<file path="src/rpsm_pkg.sv">
/*
  Constants for the remappable pin select map: register indices, field
  positions, field width and power-on values of the selectors.
  Assumes a 16-bit register port with a 4-bit word address.
*/
`default_nettype none

package rpsm_pkg;

  localparam int unsigned ADDR_W   = 4;
  localparam int unsigned DATA_W   = 16;
  localparam int unsigned SEL_W    = 6;
  localparam int unsigned N_IN     = 8;
  localparam int unsigned N_OUTPIN = 8;

  // register indices
  localparam logic [3:0] SPI2_CLOCK_DATA_INPUT_SELECT   = 4'h0;
  localparam logic [3:0] SPI2_SLAVE_SELECT_INPUT_SELECT = 4'h1;
  localparam logic [3:0] UART4_INPUT_SELECT             = 4'h2;
  localparam logic [3:0] SPI3_CLOCK_DATA_INPUT_SELECT   = 4'h3;
  localparam logic [3:0] SPI3_SLAVE_SELECT_INPUT_SELECT = 4'h4;
  localparam logic [3:0] PINS_0_1_OUTPUT_FUNCTION       = 4'h5;
  localparam logic [3:0] PINS_2_3_OUTPUT_FUNCTION       = 4'h6;
  localparam logic [3:0] PINS_4_5_OUTPUT_FUNCTION       = 4'h7;
  localparam logic [3:0] PINS_6_7_OUTPUT_FUNCTION       = 4'h8;

  // field positions inside a selector word
  localparam int unsigned LO_FIELD_LSB = 0;
  localparam int unsigned HI_FIELD_LSB = 8;

  // input fields, in order: port2 clock, port2 data, port2 select,
  // uart4 cts, uart4 rx, port3 clock, port3 data, port3 select
  localparam logic [3:0] IN_REG [N_IN] = '{
    SPI2_CLOCK_DATA_INPUT_SELECT, SPI2_CLOCK_DATA_INPUT_SELECT,
    SPI2_SLAVE_SELECT_INPUT_SELECT, UART4_INPUT_SELECT,
    UART4_INPUT_SELECT, SPI3_CLOCK_DATA_INPUT_SELECT,
    SPI3_CLOCK_DATA_INPUT_SELECT, SPI3_SLAVE_SELECT_INPUT_SELECT};
  localparam int unsigned IN_LSB [N_IN] = '{
    HI_FIELD_LSB, LO_FIELD_LSB, LO_FIELD_LSB, HI_FIELD_LSB,
    LO_FIELD_LSB, HI_FIELD_LSB, LO_FIELD_LSB, LO_FIELD_LSB};

  // output pin 2k and 2k+1 live in register OUT_REG_BASE + k
  localparam logic [3:0] OUT_REG_BASE = PINS_0_1_OUTPUT_FUNCTION;
  localparam int unsigned NARROW_PKG_GAP_PIN = 5;

  localparam logic [5:0] IN_SEL_RST  = 6'h3F;
  localparam logic [5:0] OUT_SEL_RST = 6'h00;
  localparam logic [5:0] FUNC_NONE   = 6'h00;

endpackage : rpsm_pkg

`default_nettype wire

</file>
<file path="src/rpsm_top.sv">
/*
  Remappable pin select map: eight input selectors steering remappable
  pins onto serial port and uart inputs, eight output selectors putting
  peripheral output functions onto remappable pins 0 to 7.
  Assumes pins arrive asynchronously; peripheral outputs share mclk.
*/
// Our own choices: the register offsets and the address-and-strobe port.
`timescale 1ns/100ps
`default_nettype none

// How it works
// - port2 clock input follows pin chosen by bits 13-8 of selector 0.
// - port2 data input follows pin chosen by bits 5-0 of selector 0.
// - port2 select input follows bits 5-0 of selector 1; rest unused.
// - uart4 cts input follows pin chosen by bits 13-8 of selector 2.
// - uart4 rx input follows pin chosen by bits 5-0 of selector 2.
// - port3 clock input follows pin chosen by bits 13-8 of selector 3.
// - port3 data input follows pin chosen by bits 5-0 of selector 3.
// - port3 select input follows bits 5-0 of selector 4; rest unused.
// - each output pin carries the peripheral function numbered by its field; code 0 or a code past the last function drives low.
// - output word 5 holds pin 0 in bits 5-0, pin 1 in 13-8.
// - output word 6 holds pin 2 in bits 5-0, pin 3 in 13-8.
// - output word 7 holds pin 4 in bits 5-0, pin 5 in 13-8.
// - output word 8 holds pin 6 in bits 5-0, pin 7 in 13-8.
// - unimplemented bits ignore writes and read zero.
// - narrow package: pin 5 field absent, reads zero.
// - reset sets input fields to ones, output fields to zero.
module rpsm_top #(
  parameter int unsigned N_PINS      = 64,
  parameter int unsigned N_FUNCS     = 64,
  parameter bit          NARROW_PKG  = 1'b0
) (
  input  wire logic                  mclk,
  input  wire logic                  reset,
  input  wire logic [3:0]            reg_addr,
  input  wire logic [15:0]           reg_wdata,
  input  wire logic                  reg_wr,
  input  wire logic                  reg_rd,
  output var  logic [15:0]           reg_rdata,
  input  wire logic [N_PINS-1:0]     remappable_pin,
  input  wire logic [N_FUNCS-1:0]    periph_func_out,
  output var  logic                  port2_clock_input,
  output var  logic                  port2_data_input,
  output var  logic                  port2_select_input,
  output var  logic                  uart_four_cts_input,
  output var  logic                  uart_four_rx_input,
  output var  logic                  port3_clock_input,
  output var  logic                  port3_data_input,
  output var  logic                  port3_select_input,
  output var  logic [7:0]            remappable_pin_out,
  output var  logic [7:0]            remappable_pin_mapped
);

  initial
  begin
    if (N_PINS < 1 || N_PINS > 64)
      $error("N_PINS must lie in 1..64");
    if (N_FUNCS < 1 || N_FUNCS > 64)
      $error("N_FUNCS must lie in 1..64");
  end

  logic [5:0]        in_sel  [rpsm_pkg::N_IN];
  logic [5:0]        out_sel [rpsm_pkg::N_OUTPIN];
  logic [N_PINS-1:0] pin_meta;
  logic [N_PINS-1:0] pin_sync;
  logic [7:0]        routed_in;
  logic [15:0]       next_rdata;

  // a selector past the last pin yields a quiet low rather than x
  function automatic logic pick_pin(input logic [5:0]        sel,
                                    input logic [N_PINS-1:0] pins);
    logic r;
    r = 1'b0;
    if (32'(sel) < N_PINS)
      r = pins[sel];
    return r;
  endfunction : pick_pin

  function automatic logic pick_func(input logic [5:0]         code,
                                     input logic [N_FUNCS-1:0] funcs);
    logic r;
    r = 1'b0;
    if (code != rpsm_pkg::FUNC_NONE && 32'(code) < N_FUNCS)
      r = funcs[code];
    return r;
  endfunction : pick_func

  // pins are asynchronous; only pin_sync is looked at
  always_ff @(posedge mclk or posedge reset)
  begin
    if (reset)
    begin
      pin_meta <= '0;
      pin_sync <= '0;
    end
    else
    begin
      pin_meta <= remappable_pin;
      pin_sync <= pin_meta;
    end
  end

  genvar gi;

  // input selectors and their routing
  generate
    for (gi = 0; gi < rpsm_pkg::N_IN; gi++)
    begin : g_in
      always_ff @(posedge mclk or posedge reset)
      begin
        if (reset)
          in_sel[gi] <= rpsm_pkg::IN_SEL_RST;
        else if (reg_wr && reg_addr == rpsm_pkg::IN_REG[gi])
          in_sel[gi] <= reg_wdata[rpsm_pkg::IN_LSB[gi] +: 6];
      end

      always_ff @(posedge mclk or posedge reset)
      begin
        if (reset)
          routed_in[gi] <= 1'b0;
        else
          routed_in[gi] <= pick_pin(in_sel[gi], pin_sync);
      end

      AST_IN_ROUTE: assert property (@(posedge mclk) disable iff (reset)
        routed_in[gi] == $past(pick_pin(in_sel[gi], pin_sync)))
        else $error("input route does not follow its selector");

      AST_IN_WRITE: assert property (@(posedge mclk) disable iff (reset)
        (reg_wr && reg_addr == rpsm_pkg::IN_REG[gi])
        |=> in_sel[gi] == $past(reg_wdata[rpsm_pkg::IN_LSB[gi] +: 6]))
        else $error("input selector did not take the write");

      // a selector must not drift between writes, or routing glitches
      AST_IN_HOLD: assert property (@(posedge mclk) disable iff (reset)
        !(reg_wr && reg_addr == rpsm_pkg::IN_REG[gi])
        |=> $stable(in_sel[gi]))
        else $error("input selector changed without a write");

      AST_IN_RESET: assert property (@(posedge mclk)
        $fell(reset) |-> in_sel[gi] == rpsm_pkg::IN_SEL_RST)
        else $error("input selector not at its power-on value");
    end
  endgenerate

  assign port2_clock_input   = routed_in[0];
  assign port2_data_input    = routed_in[1];
  assign port2_select_input  = routed_in[2];
  assign uart_four_cts_input = routed_in[3];
  assign uart_four_rx_input  = routed_in[4];
  assign port3_clock_input   = routed_in[5];
  assign port3_data_input    = routed_in[6];
  assign port3_select_input  = routed_in[7];

  // output selectors, two pins per word, even pin in the low field
  generate
    for (gi = 0; gi < rpsm_pkg::N_OUTPIN; gi++)
    begin : g_out
      localparam logic [3:0] WREG =
        4'(rpsm_pkg::OUT_REG_BASE + gi / 2);
      localparam int unsigned WLSB = (gi % 2 == 0) ?
        rpsm_pkg::LO_FIELD_LSB : rpsm_pkg::HI_FIELD_LSB;
      localparam bit ABSENT =
        NARROW_PKG && gi == rpsm_pkg::NARROW_PKG_GAP_PIN;

      always_ff @(posedge mclk or posedge reset)
      begin
        if (reset)
          out_sel[gi] <= rpsm_pkg::OUT_SEL_RST;
        else if (reg_wr && reg_addr == WREG && !ABSENT)
          out_sel[gi] <= reg_wdata[WLSB +: 6];
      end

      always_ff @(posedge mclk or posedge reset)
      begin
        if (reset)
        begin
          remappable_pin_out[gi]    <= 1'b0;
          remappable_pin_mapped[gi] <= 1'b0;
        end
        else
        begin
          remappable_pin_out[gi]    <= pick_func(out_sel[gi],
                                                 periph_func_out);
          remappable_pin_mapped[gi] <= out_sel[gi] != rpsm_pkg::FUNC_NONE;
        end
      end

      AST_OUT_ROUTE: assert property (@(posedge mclk) disable iff (reset)
        remappable_pin_out[gi] ==
          $past(pick_func(out_sel[gi], periph_func_out)))
        else $error("pin output does not follow its function code");

      AST_OUT_FIELD: assert property (@(posedge mclk) disable iff (reset)
        (reg_wr && reg_addr == WREG && !ABSENT)
        ##1 (!reg_wr || reg_addr != WREG)
        |-> ##1 remappable_pin_mapped[gi] ==
          ($past(reg_wdata[WLSB +: 6], 2) != rpsm_pkg::FUNC_NONE))
        else $error("pin mapping ignores its field position");

      AST_OUT_WRITE: assert property (@(posedge mclk) disable iff (reset)
        (reg_wr && reg_addr == WREG && !ABSENT)
        |=> out_sel[gi] == $past(reg_wdata[WLSB +: 6]))
        else $error("output selector did not take the write");

      AST_OUT_HOLD: assert property (@(posedge mclk) disable iff (reset)
        !(reg_wr && reg_addr == WREG)
        |=> $stable(out_sel[gi]))
        else $error("output selector changed without a write");

      AST_OUT_MAPPED: assert property (@(posedge mclk) disable iff (reset)
        remappable_pin_mapped[gi] ==
          $past(out_sel[gi] != rpsm_pkg::FUNC_NONE))
        else $error("mapped flag does not follow its function code");

      AST_OUT_RESET: assert property (@(posedge mclk)
        $fell(reset) |-> out_sel[gi] == rpsm_pkg::OUT_SEL_RST)
        else $error("output selector not at its power-on value");

      // the absent field must stay at zero whatever software writes
      AST_OUT_ABSENT: assert property (@(posedge mclk) disable iff (reset)
        ABSENT |-> out_sel[gi] == rpsm_pkg::FUNC_NONE)
        else $error("absent pin field holds a code");
    end
  endgenerate

  // read mux; holes and unmapped words read zero
  always_comb
  begin
    next_rdata = '0;
    for (int i = 0; i < rpsm_pkg::N_IN; i++)
      if (reg_addr == rpsm_pkg::IN_REG[i])
        next_rdata[rpsm_pkg::IN_LSB[i] +: 6] = in_sel[i];
    for (int j = 0; j < rpsm_pkg::N_OUTPIN; j++)
      if (reg_addr == 4'(rpsm_pkg::OUT_REG_BASE + j / 2))
        next_rdata[(j % 2) * 8 +: 6] = out_sel[j];
  end

  always_ff @(posedge mclk or posedge reset)
  begin
    if (reset)
      reg_rdata <= '0;
    else if (reg_rd)
      reg_rdata <= next_rdata;
    else
      reg_rdata <= '0;
  end

  AST_UNUSED_BITS: assert property (@(posedge mclk) disable iff (reset)
    $past(reg_rd) |-> reg_rdata[15:14] == 2'h0 && reg_rdata[7:6] == 2'h0)
    else $error("unimplemented bits read nonzero");

  AST_SS_UPPER: assert property (@(posedge mclk) disable iff (reset)
    $past(reg_rd) && ($past(reg_addr) ==
      rpsm_pkg::SPI2_SLAVE_SELECT_INPUT_SELECT || $past(reg_addr) ==
      rpsm_pkg::SPI3_SLAVE_SELECT_INPUT_SELECT)
    |-> reg_rdata[15:6] == 10'h000)
    else $error("select-only word shows upper bits");

  AST_PIN5_ABSENT: assert property (@(posedge mclk) disable iff (reset)
    NARROW_PKG && $past(reg_rd) &&
    $past(reg_addr) == rpsm_pkg::PINS_4_5_OUTPUT_FUNCTION
    |-> reg_rdata[13:8] == 6'h00)
    else $error("absent pin 5 field reads nonzero");

  AST_READBACK: assert property (@(posedge mclk) disable iff (reset)
    reg_wr && reg_addr == rpsm_pkg::UART4_INPUT_SELECT
    ##1 reg_rd && reg_addr == rpsm_pkg::UART4_INPUT_SELECT
    |=> reg_rdata == ($past(reg_wdata, 2) & 16'h3F3F))
    else $error("uart4 selector readback differs from write");

  AST_RESET_VALUE: assert property (@(posedge mclk)
    $fell(reset) |-> in_sel[0] == 6'h3F && out_sel[0] == 6'h00)
    else $error("selectors not at power-on values");

  // the data strobe is a single cycle; a lingering word would look valid
  AST_RDATA_IDLE: assert property (@(posedge mclk) disable iff (reset)
    !$past(reg_rd) |-> reg_rdata == 16'h0000)
    else $error("read data present without a read strobe");

  // each routed peripheral input, by name
  AST_PORT2_CLOCK: assert property (@(posedge mclk) disable iff (reset)
    port2_clock_input == $past(pick_pin(in_sel[0], pin_sync)))
    else $error("port2 clock input follows the wrong pin");

  AST_PORT2_DATA: assert property (@(posedge mclk) disable iff (reset)
    port2_data_input == $past(pick_pin(in_sel[1], pin_sync)))
    else $error("port2 data input follows the wrong pin");

  AST_PORT2_SELECT: assert property (@(posedge mclk) disable iff (reset)
    port2_select_input == $past(pick_pin(in_sel[2], pin_sync)))
    else $error("port2 select input follows the wrong pin");

  AST_UART_CTS: assert property (@(posedge mclk) disable iff (reset)
    uart_four_cts_input == $past(pick_pin(in_sel[3], pin_sync)))
    else $error("uart4 cts input follows the wrong pin");

  AST_UART_RX: assert property (@(posedge mclk) disable iff (reset)
    uart_four_rx_input == $past(pick_pin(in_sel[4], pin_sync)))
    else $error("uart4 rx input follows the wrong pin");

  AST_PORT3_CLOCK: assert property (@(posedge mclk) disable iff (reset)
    port3_clock_input == $past(pick_pin(in_sel[5], pin_sync)))
    else $error("port3 clock input follows the wrong pin");

  AST_PORT3_DATA: assert property (@(posedge mclk) disable iff (reset)
    port3_data_input == $past(pick_pin(in_sel[6], pin_sync)))
    else $error("port3 data input follows the wrong pin");

  AST_PORT3_SELECT: assert property (@(posedge mclk) disable iff (reset)
    port3_select_input == $past(pick_pin(in_sel[7], pin_sync)))
    else $error("port3 select input follows the wrong pin");

  // readback of every word against the selectors it packs
  AST_WORD0_READ: assert property (@(posedge mclk) disable iff (reset)
    $past(reg_rd) &&
    $past(reg_addr) == rpsm_pkg::SPI2_CLOCK_DATA_INPUT_SELECT
    |-> reg_rdata == $past({2'h0, in_sel[0], 2'h0, in_sel[1]}))
    else $error("port2 clock/data word reads wrong");

  AST_WORD1_READ: assert property (@(posedge mclk) disable iff (reset)
    $past(reg_rd) &&
    $past(reg_addr) == rpsm_pkg::SPI2_SLAVE_SELECT_INPUT_SELECT
    |-> reg_rdata == $past({10'h000, in_sel[2]}))
    else $error("port2 select word reads wrong");

  AST_WORD2_READ: assert property (@(posedge mclk) disable iff (reset)
    $past(reg_rd) &&
    $past(reg_addr) == rpsm_pkg::UART4_INPUT_SELECT
    |-> reg_rdata == $past({2'h0, in_sel[3], 2'h0, in_sel[4]}))
    else $error("uart4 word reads wrong");

  AST_WORD3_READ: assert property (@(posedge mclk) disable iff (reset)
    $past(reg_rd) &&
    $past(reg_addr) == rpsm_pkg::SPI3_CLOCK_DATA_INPUT_SELECT
    |-> reg_rdata == $past({2'h0, in_sel[5], 2'h0, in_sel[6]}))
    else $error("port3 clock/data word reads wrong");

  AST_WORD4_READ: assert property (@(posedge mclk) disable iff (reset)
    $past(reg_rd) &&
    $past(reg_addr) == rpsm_pkg::SPI3_SLAVE_SELECT_INPUT_SELECT
    |-> reg_rdata == $past({10'h000, in_sel[7]}))
    else $error("port3 select word reads wrong");

  AST_WORD5_READ: assert property (@(posedge mclk) disable iff (reset)
    $past(reg_rd) &&
    $past(reg_addr) == rpsm_pkg::PINS_0_1_OUTPUT_FUNCTION
    |-> reg_rdata == $past({2'h0, out_sel[1], 2'h0, out_sel[0]}))
    else $error("pins 0/1 word reads wrong");

  AST_WORD6_READ: assert property (@(posedge mclk) disable iff (reset)
    $past(reg_rd) &&
    $past(reg_addr) == rpsm_pkg::PINS_2_3_OUTPUT_FUNCTION
    |-> reg_rdata == $past({2'h0, out_sel[3], 2'h0, out_sel[2]}))
    else $error("pins 2/3 word reads wrong");

  AST_WORD7_READ: assert property (@(posedge mclk) disable iff (reset)
    $past(reg_rd) &&
    $past(reg_addr) == rpsm_pkg::PINS_4_5_OUTPUT_FUNCTION
    |-> reg_rdata == $past({2'h0, out_sel[5], 2'h0, out_sel[4]}))
    else $error("pins 4/5 word reads wrong");

  AST_WORD8_READ: assert property (@(posedge mclk) disable iff (reset)
    $past(reg_rd) &&
    $past(reg_addr) == rpsm_pkg::PINS_6_7_OUTPUT_FUNCTION
    |-> reg_rdata == $past({2'h0, out_sel[7], 2'h0, out_sel[6]}))
    else $error("pins 6/7 word reads wrong");

endmodule : rpsm_top

`default_nettype wire
</file>
<file path="config.mk">
export PLATFORM = sky130hd
export DESIGN_NAME = rpsm_top
export DESIGN_NICKNAME = d
export VERILOG_FILES = /design/src/rpsm_pkg.sv /design/src/rpsm_top.sv
export SDC_FILE = /design/constraint.sdc
export NUM_CORES = 1
export LEC_CHECK = 0
export ABC_AREA = 0
export BUFFER_PORTS_ARGS = -buffer_cell sky130_fd_sc_hd__buf_2
export CORE_ASPECT_RATIO = 1.75
export CORE_MARGIN = 1
export CORE_UTILIZATION = 40
export CTS_CLUSTER_DIAMETER = 60
export CTS_CLUSTER_SIZE = 24
export DETAILED_ROUTE_END_ITERATION = 8
export SYNTH_ARGS = -nofsm -noshare
export SYNTH_HDL_FRONTEND = slang
export SYNTH_SLANG_ARGS = --single-unit
export TNS_END_PERCENT = 20
</file>
<file path="constraint.sdc">
create_clock -name mclk -period 10.8 [get_ports mclk]
set_input_delay 1.62 -clock mclk [delete_from_list [all_inputs] [get_ports mclk]]
set_output_delay 1.62 -clock mclk [all_outputs]
set_load 0.01 [all_outputs]
</file>
==> results of run 1 <==
==> stage by stage <==
| step | setup slack (ns) | hold WS, ns | util | power [mW] | instances |
|---|---|---|---|---|---|
| after floorplan | 2.104 | 0.3312 | - | 2.426 | 1265 |
| after global placement | 6.847 | 0.3330 | 0.4301 | 2.853 | 1902 |
| after detailed placement | 6.829 | 0.3347 | 0.4301 | 2.870 | 1902 |
| after CTS | 7.385 | 0.3498 | 0.4431 | 3.563 | 1932 |
| after global routing | 7.211 | 0.3600 | 0.4431 | 3.719 | 1932 |
| final | 7.321 | 0.3499 | 0.4431 | 3.549 | 1932 |
==> area by class of cell <==
cell class,count,area (µm²)
fill,3918,23760
multi-input combinational,874,10050
sequential,260,6566
timing repair buffer,189,960.9
tap,561,701.9
clock buffer,22,444.2
clock inverter,8,108.9
inverter,18,75.07
==> state kept, by name, indices dropped and copies added, names as in the netlist, 8 cells and up <==
name,flops
in_sel,48
reg_rdata,12
pin_sync,64
remappable_pin_out,8
remappable_pin_mapped,8
pin_meta,64
out_sel,48
==> layout by cell type, fill, tap and decap left out, drive strengths merged, types with 19 or more instances in the layout <==
master    n
dfstp    48
nor2b    28
o21ai    37
nor2     33
nand3    41
buf     189
inv      19
nand2    72
a21oi    46
mux2    104
dfrtp   212
mux4    244
a22oi    76
mux2i    57
clkbuf   22
==> worst max-delay path: stages <==
cell,delay (ns)
buf_2,0.44
nor2b_1,0.36
and2_1,0.46
nand2_1,0.54
mux2_2,0.45
==> worst min-delay path by stage <==
stage | from | endpoint | slack, ns
floorplan | pin_meta[0]$_DFF_PP0_ | pin_sync[0]$_DFF_PP0_ | 0.33
global placement | pin_meta[62]$_DFF_PP0_ | pin_sync[62]$_DFF_PP0_ | 0.33
detailed placement | pin_meta[23]$_DFF_PP0_ | pin_sync[23]$_DFF_PP0_ | 0.33
CTS | pin_meta[54]$_DFF_PP0_ | pin_sync[54]$_DFF_PP0_ | 0.35
global route | pin_meta[57]$_DFF_PP0_ | pin_sync[57]$_DFF_PP0_ | 0.36
finish | pin_meta[54]$_DFF_PP0_ | pin_sync[54]$_DFF_PP0_ | 0.35
==> routing by layer <==
layer  up-vias  routed length [µm]
met5         -                   0
li1       5318                   -
met3       235                3466
met2       717               33410
met4         0                5947
met1      6584               19460
==> power by group <==
part           leakage (nW)  internal (mW)  total [mW]  switching [mW]
logic                  3.94          0.727        1.31           0.582
clock network         0.265          0.311       0.678           0.366
registers              3.01           1.15        1.56           0.411
total                  7.21           2.19        3.55            1.36
==> kinds of logic (layout without fill, tap and decap cells) <==
| family | after synthesis | in the layout | synth area share |
|---|---|---|---|
| other cells | 1 | 4 | 0.0002164 |
| mux | 405 | 405 | 0.4200 |
| buf+inv | 131 | 237 | 0.04174 |
| compound gates | 235 | 235 | 0.09323 |
| simple gates | 230 | 230 | 0.06579 |
| flops | 260 | 260 | 0.3790 |
==> metrics.md, run 1 <==
| Metric | Value |
|---|---|
| Outcome | `complete, no violations` |
| RSZ-0062 raised after global routing | `no` |
| Busiest grt layer | `met2` |
| Met1 Usage GRT | `0.2886` |
| Peak Freq | `287.4 MHz` |
| Drt first pass iters | `8` |
| Grt ovf | `0` |
| Nets | `1512` |
| Clock skew | `0.03162 ns` |
| Post-synth top cells | `mux4_2 (233), dfrtp_1 (212), mux2_2 (104), a22oi_1 (76), nand2_1 (72)` |
| HP Class | `register to register` |
| Post-synth EDFFs | `0` |
| Hold buffers post-CTS | `0` |
| Least-Margin Pin Slew | `1.147 ns` |
| Synth top area cells | `dfrtp_1 (31%), mux4_2 (30%), dfstp_2 (7.3%)` |
| Hpwl dp | `46540 µm` |
| Final WL | `62290 µm` |
| Die Y | `277.3 µm` |
| GRT Total Usage | `0.2845` |
| Post-synthesis register bit count | `260` |
| Avg WL per Cell | `32.24 µm` |
| Post-Syn Instances | `1262` |
| Largest net degree at the start of global routing | `116` |
| GR Layer Usage met3 | `0.03080` |
| Leading area contributor after synthesis | `dfrtp_1` |
| Data arrival, critical path | `3.89 ns` |
| N_diodes | `0` |
| Post-synth cell types | `55` |
| Number of top-level pins | `192` |
| Final non-filler cell area | `0.01890 mm²` |
| Later-pin clock latency in the skew report | `0.53 ns` |
| GPL Wtd Cong | `0.9921` |
| Critical path type | `input pin to register` |
| TritonCTS buffer count | `17` |
| FP Rows | `100` |
| Peak VDD IR | `0.1430 mV` |
| PwrDens | `187.7 mW/mm²` |
| Worst R2R Path Depth | `5` |
| Count of final setup violators | `0` |
| Initial DRC count | `1450` |
| Final setup TNS | `0 ns` |
| Leakage | `7.208 nW` |
| Synth Flop Type | `dfrtp_1` |
| Initial antenna violation count | `0` |
| First-pass GRT wire length | `90360 µm` |
| GR Layer Usage met2 | `0.5259` |
| Max-cap violations | `0` |
| Cts repair resizes | `0` |
| Worst setup SP type | `input pin` |
| Core Box Area | `0.04267 mm²` |
| Area Growth Syn to Fin | `9.114%` |
| CP Capture Type | `register` |
| Clock Pin Slew Worst Setup and Hold Paths | `0.09 ns` |
| Crit-path max FO | `24` |
| Worst R2R Start | `in_sel[18]$_DFFE_PP1P_` |
| Clk sinks | `260` |
| Synth top area share | `0.3062` |
| Fin crit share | `0.3221` |
| Min cycle time layout | `3.479 ns` |
| Seq/Total Area, Yosys | `0.3790` |
| Share of cells above drive strength 1 | `0.4406` |
| Ys async rst share | `1.000` |
| Syn avg cell area | `13.73 µm²` |
| H-Tree Depth | `1` |
| Final Slew Violations | `0` |
| Terminus of the critical flop-to-flop path | `uart_four_rx_input$_DFF_PP0_` |
| Starting Density | `0.4061` |
| Placed Area | `0.01835 mm²` |
| Max clock buf depth | `3` |
| Fin. Hold Viols | `0` |
| Max-slew headroom | `0.2355` |
| Vias in the first global route | `13332` |
| Drt drc | `0` |
| Die Area | `0.04418 mm²` |
| Post-CTS setup buffer count | `0` |
| Crit path required time | `11.21 ns` |
| Die width | `159.3 µm` |
| Reg2reg setup slack | `8.13 ns` |
| Mapped Area | `0.01733 mm²` |
| Critical path origin | `reg_addr[1]` |
| PortBufs | `183` |
| CTS Root Cell | `clkbuf_16` |
| Antenna-violating nets left | `0` |
| Worst Setup EP | `out_sel[34]$_DFFE_PP0P_` |
| Worst hold path depth | `0` |
| Routed vias/inst | `6.653` |
| Most common cell in the netlist | `mux4_2` |
| TritonCTS clock tree | `built` |
| Via count | `12854` |
| Synth warn | `0` |
Note: power is estimated with default switching activity, not from simulation.
==> run 2, diff against run 1 <==
==> constraint.sdc (replaced) <==
create_clock -name mclk -period 2.9 [get_ports mclk]
set_input_delay 0.435 -clock mclk [delete_from_list [all_inputs] [get_ports mclk]]
set_output_delay 0.435 -clock mclk [all_outputs]
set_load 0.01 [all_outputs]
==> run 2 against run 1 <==
Against the previous run:
- register-to-register slack lost 7.6 ns
- global-route usage grew 0.97 points
- clock skew shrank 0.011 ns
- die area is the same
- sequential share of layout area shrank 1.8 points
- non-clock buffer count grew 95
- via count grew 4.4%
- total power grew to 3.8 times the previous value
==> metrics.md, run 2 (same netlist as run 1, synthesis figures left out) <==
| Metric | Value |
|---|---|
| CP top delay family | `flip-flops` |
| Sequential Power Share | `0.413` |
| Share of cells above drive strength 1 | `0.4356` |
| Largest net degree at the start of global routing | `94` |
| Die width | `159.3 µm` |
| Clock skew | `0.02030 ns` |
| PortBufs | `183` |
| Clk sinks | `260` |
| Initial DRC count | `1394` |
| Most common cell after layout, fill and taps aside | `mux4_2` |
| Worst hold path depth | `1` |
| Worst setup SP type | `register` |
| Leakage | `7.685 nW` |
| Clock Pin Slew Worst Setup and Hold Paths | `0.09 ns` |
| RSZ-0062 raised after global routing | `no` |
| Max-cap violations | `0` |
| Area Growth Syn to Fin | `15.01%` |
| Worst hold margin | `0.02404 ns` |
| Least-Margin Pin Slew | `0.9142 ns` |
| Hpwl dp | `47450 µm` |
| Min cycle time layout | `2.347 ns` |
| CTS Root Cell | `clkbuf_16` |
| Max clock buf depth | `3` |
| Drt first pass iters | `5` |
| Final Slew Violations | `0` |
| Share of total power in combinational logic | `0.381` |
| GRT Total Usage | `0.2942` |
| CP Capture Type | `register` |
| Drt drc | `0` |
| Outcome | `complete, no violations` |
| Fin cells | `2028` |
| Antenna-violating nets left | `0` |
| GPL Wtd Cong | `0.9675` |
| Fillers | `3870` |
| CP cell instances | `mux4_2 -> a22oi_1 -> a21oi_1 -> a211oi_1 -> a21oi_1` |
| Min-Delay Endpoint | `pin_meta[35]$_DFF_PP0_` |
| CP bufs+invs | `0` |
| Vias in the first global route | `13846` |
| Worst R2R Start | `in_sel[24]$_DFFE_PP1P_` |
| Fin crit share | `0.8094` |
| Placed insts | `1933` |
| Worst Hold Launch | `remappable_pin[35]` |
| Crit path required time | `3.32 ns` |
| Routed vias/inst | `6.619` |
| Core Box Area | `0.04267 mm²` |
| H-Tree Depth | `1` |
| Reg2reg setup slack | `0.55 ns` |
| Crit-path max FO | `17` |
| Final WL | `63840 µm` |
| Avg WL per Cell | `31.48 µm` |
| Worst path slowest cell | `dfstp_2` |
| Die Y | `277.3 µm` |
| Data arrival, critical path | `2.77 ns` |
| Largest registers | `pin_meta (64), pin_sync (64)` |
| First-pass GRT wire length | `93850 µm` |
| HP Class | `input pin to register` |
| FP Rows | `100` |
| TritonCTS clock tree | `built` |
| Register Area | `0.006566 mm²` |
| Max-slew headroom | `0.3906` |
| Count of final setup violators | `0` |
| Worst R2R Path Depth | `5` |
| Crit-path most repeated cell | `a21oi_1` |
| Cts repair resizes | `0` |
| TritonCTS buffer count | `18` |
| Starting Density | `0.4061` |
| Critical path type | `register to register` |
| Clock power share | `0.206` |
| P_int | `8.530 mW` |
| PwrDens | `681.1 mW/mm²` |
| Worst path max stage delay | `0.92 ns` |
| Grt ovf | `0` |
| Fin. Hold Viols | `0` |
| Die Area | `0.04418 mm²` |
| Net Sw Frac | `0.3716` |
| Via count | `13423` |
| NetSw | `5.043 mW` |
| Number of top-level pins | `192` |
| Initial antenna violation count | `0` |
| N_diodes | `0` |
| Later-pin clock latency in the skew report | `0.54 ns` |
| Terminus of the critical flop-to-flop path | `uart_four_cts_input$_DFF_PP0_` |
| Peak Freq | `426.0 MHz` |
| Leading cell types in the layout, fill and taps excluded | `mux4_2 (233), dfrtp_1 (212), buf_2 (183)` |
| Nets | `1608` |
| Peak VDD IR | `0.5179 mV` |
| Area of the multi-input gates | `0.01005 mm²` |
run 2: how the worst max path moves through the flow:
| stage | startpoint | to | slack [ns] | cells past startpoint |
|---|---|---|---|---|
| floorplan | reset | out_sel[0]$_DFFE_PP0P_ | -0.92 | 1 |
| global placement | in_sel[0]$_DFFE_PP1P_ | port3_select_input$_DFF_PP0_ | 0.58 | 6 |
| detailed placement | in_sel[24]$_DFFE_PP1P_ | uart_four_cts_input$_DFF_PP0_ | 0.54 | 5 |
| CTS | in_sel[24]$_DFFE_PP1P_ | uart_four_cts_input$_DFF_PP0_ | 0.53 | 5 |
| global route | out_sel[36]$_DFFE_PP0P_ | remappable_pin_out[1]$_DFF_PP0_ | 0.41 | 5 |
| finish | in_sel[24]$_DFFE_PP1P_ | uart_four_cts_input$_DFF_PP0_ | 0.55 | 5 |
run 2: routing by layer:
| metal | track usage | part of all wire | wire length, µm | vias to the layer above |
|---|---|---|---|---|
| li1 | - | - | - | 5518 |
| met1 | 0.3013 | 0.31 | 20090 | 6844 |
| met2 | 0.5449 | 0.54 | 34510 | 807 |
| met3 | 0.03454 | 0.058 | 3729 | 254 |
| met4 | 0.2207 | 0.086 | 5521 | 0 |
| met5 | 0 | 0 | 0 | - |
run 2: cell type report:
class / instances / share of cell area
sequential: 260 / 0.3295
tap: 561 / 0.03523
clock buffer: 22 / 0.02493
multi-input combinational: 874 / 0.5042
clock inverter: 9 / 0.007346
timing repair buffer: 284 / 0.09519
inverter: 18 / 0.003579
run 2: repair_timing:
| action | 4_1_cts | 5_1_grt |
|---|---|---|
| setup buffers | 0 | 0 |
| hold buffers | 64 | 0 |
| endpoints found under the hold margin | 65 | 0 |
run 2: power groups by stage:
stage	Sequential (mW)	Combinational (mW)	Clock (mW)
after floorplan	4.72	4.31	0
after global placement	5.63	5.01	0
after detailed placement	5.67	5.04	0
after CTS	5.60	5.13	2.90
after global routing	5.74	5.50	3.04
final	5.61	5.17	2.79
run 2: per-stage QoR:
step	TNS, ns	worst slack, ns	total power, mW	util	area [µm²]
2_1_floorplan	-197.16	-0.9234	9.036	-	17340
3_3_place_gp	0	0.5764	10.64	0.4370	18640
3_5_place_dp	0	0.5351	10.71	0.4370	18640
4_1_cts	0	0.5289	13.62	0.4670	19930
5_1_grt	0	0.4093	14.27	0.4670	19930
6_report	0	0.5527	13.57	0.4670	19930
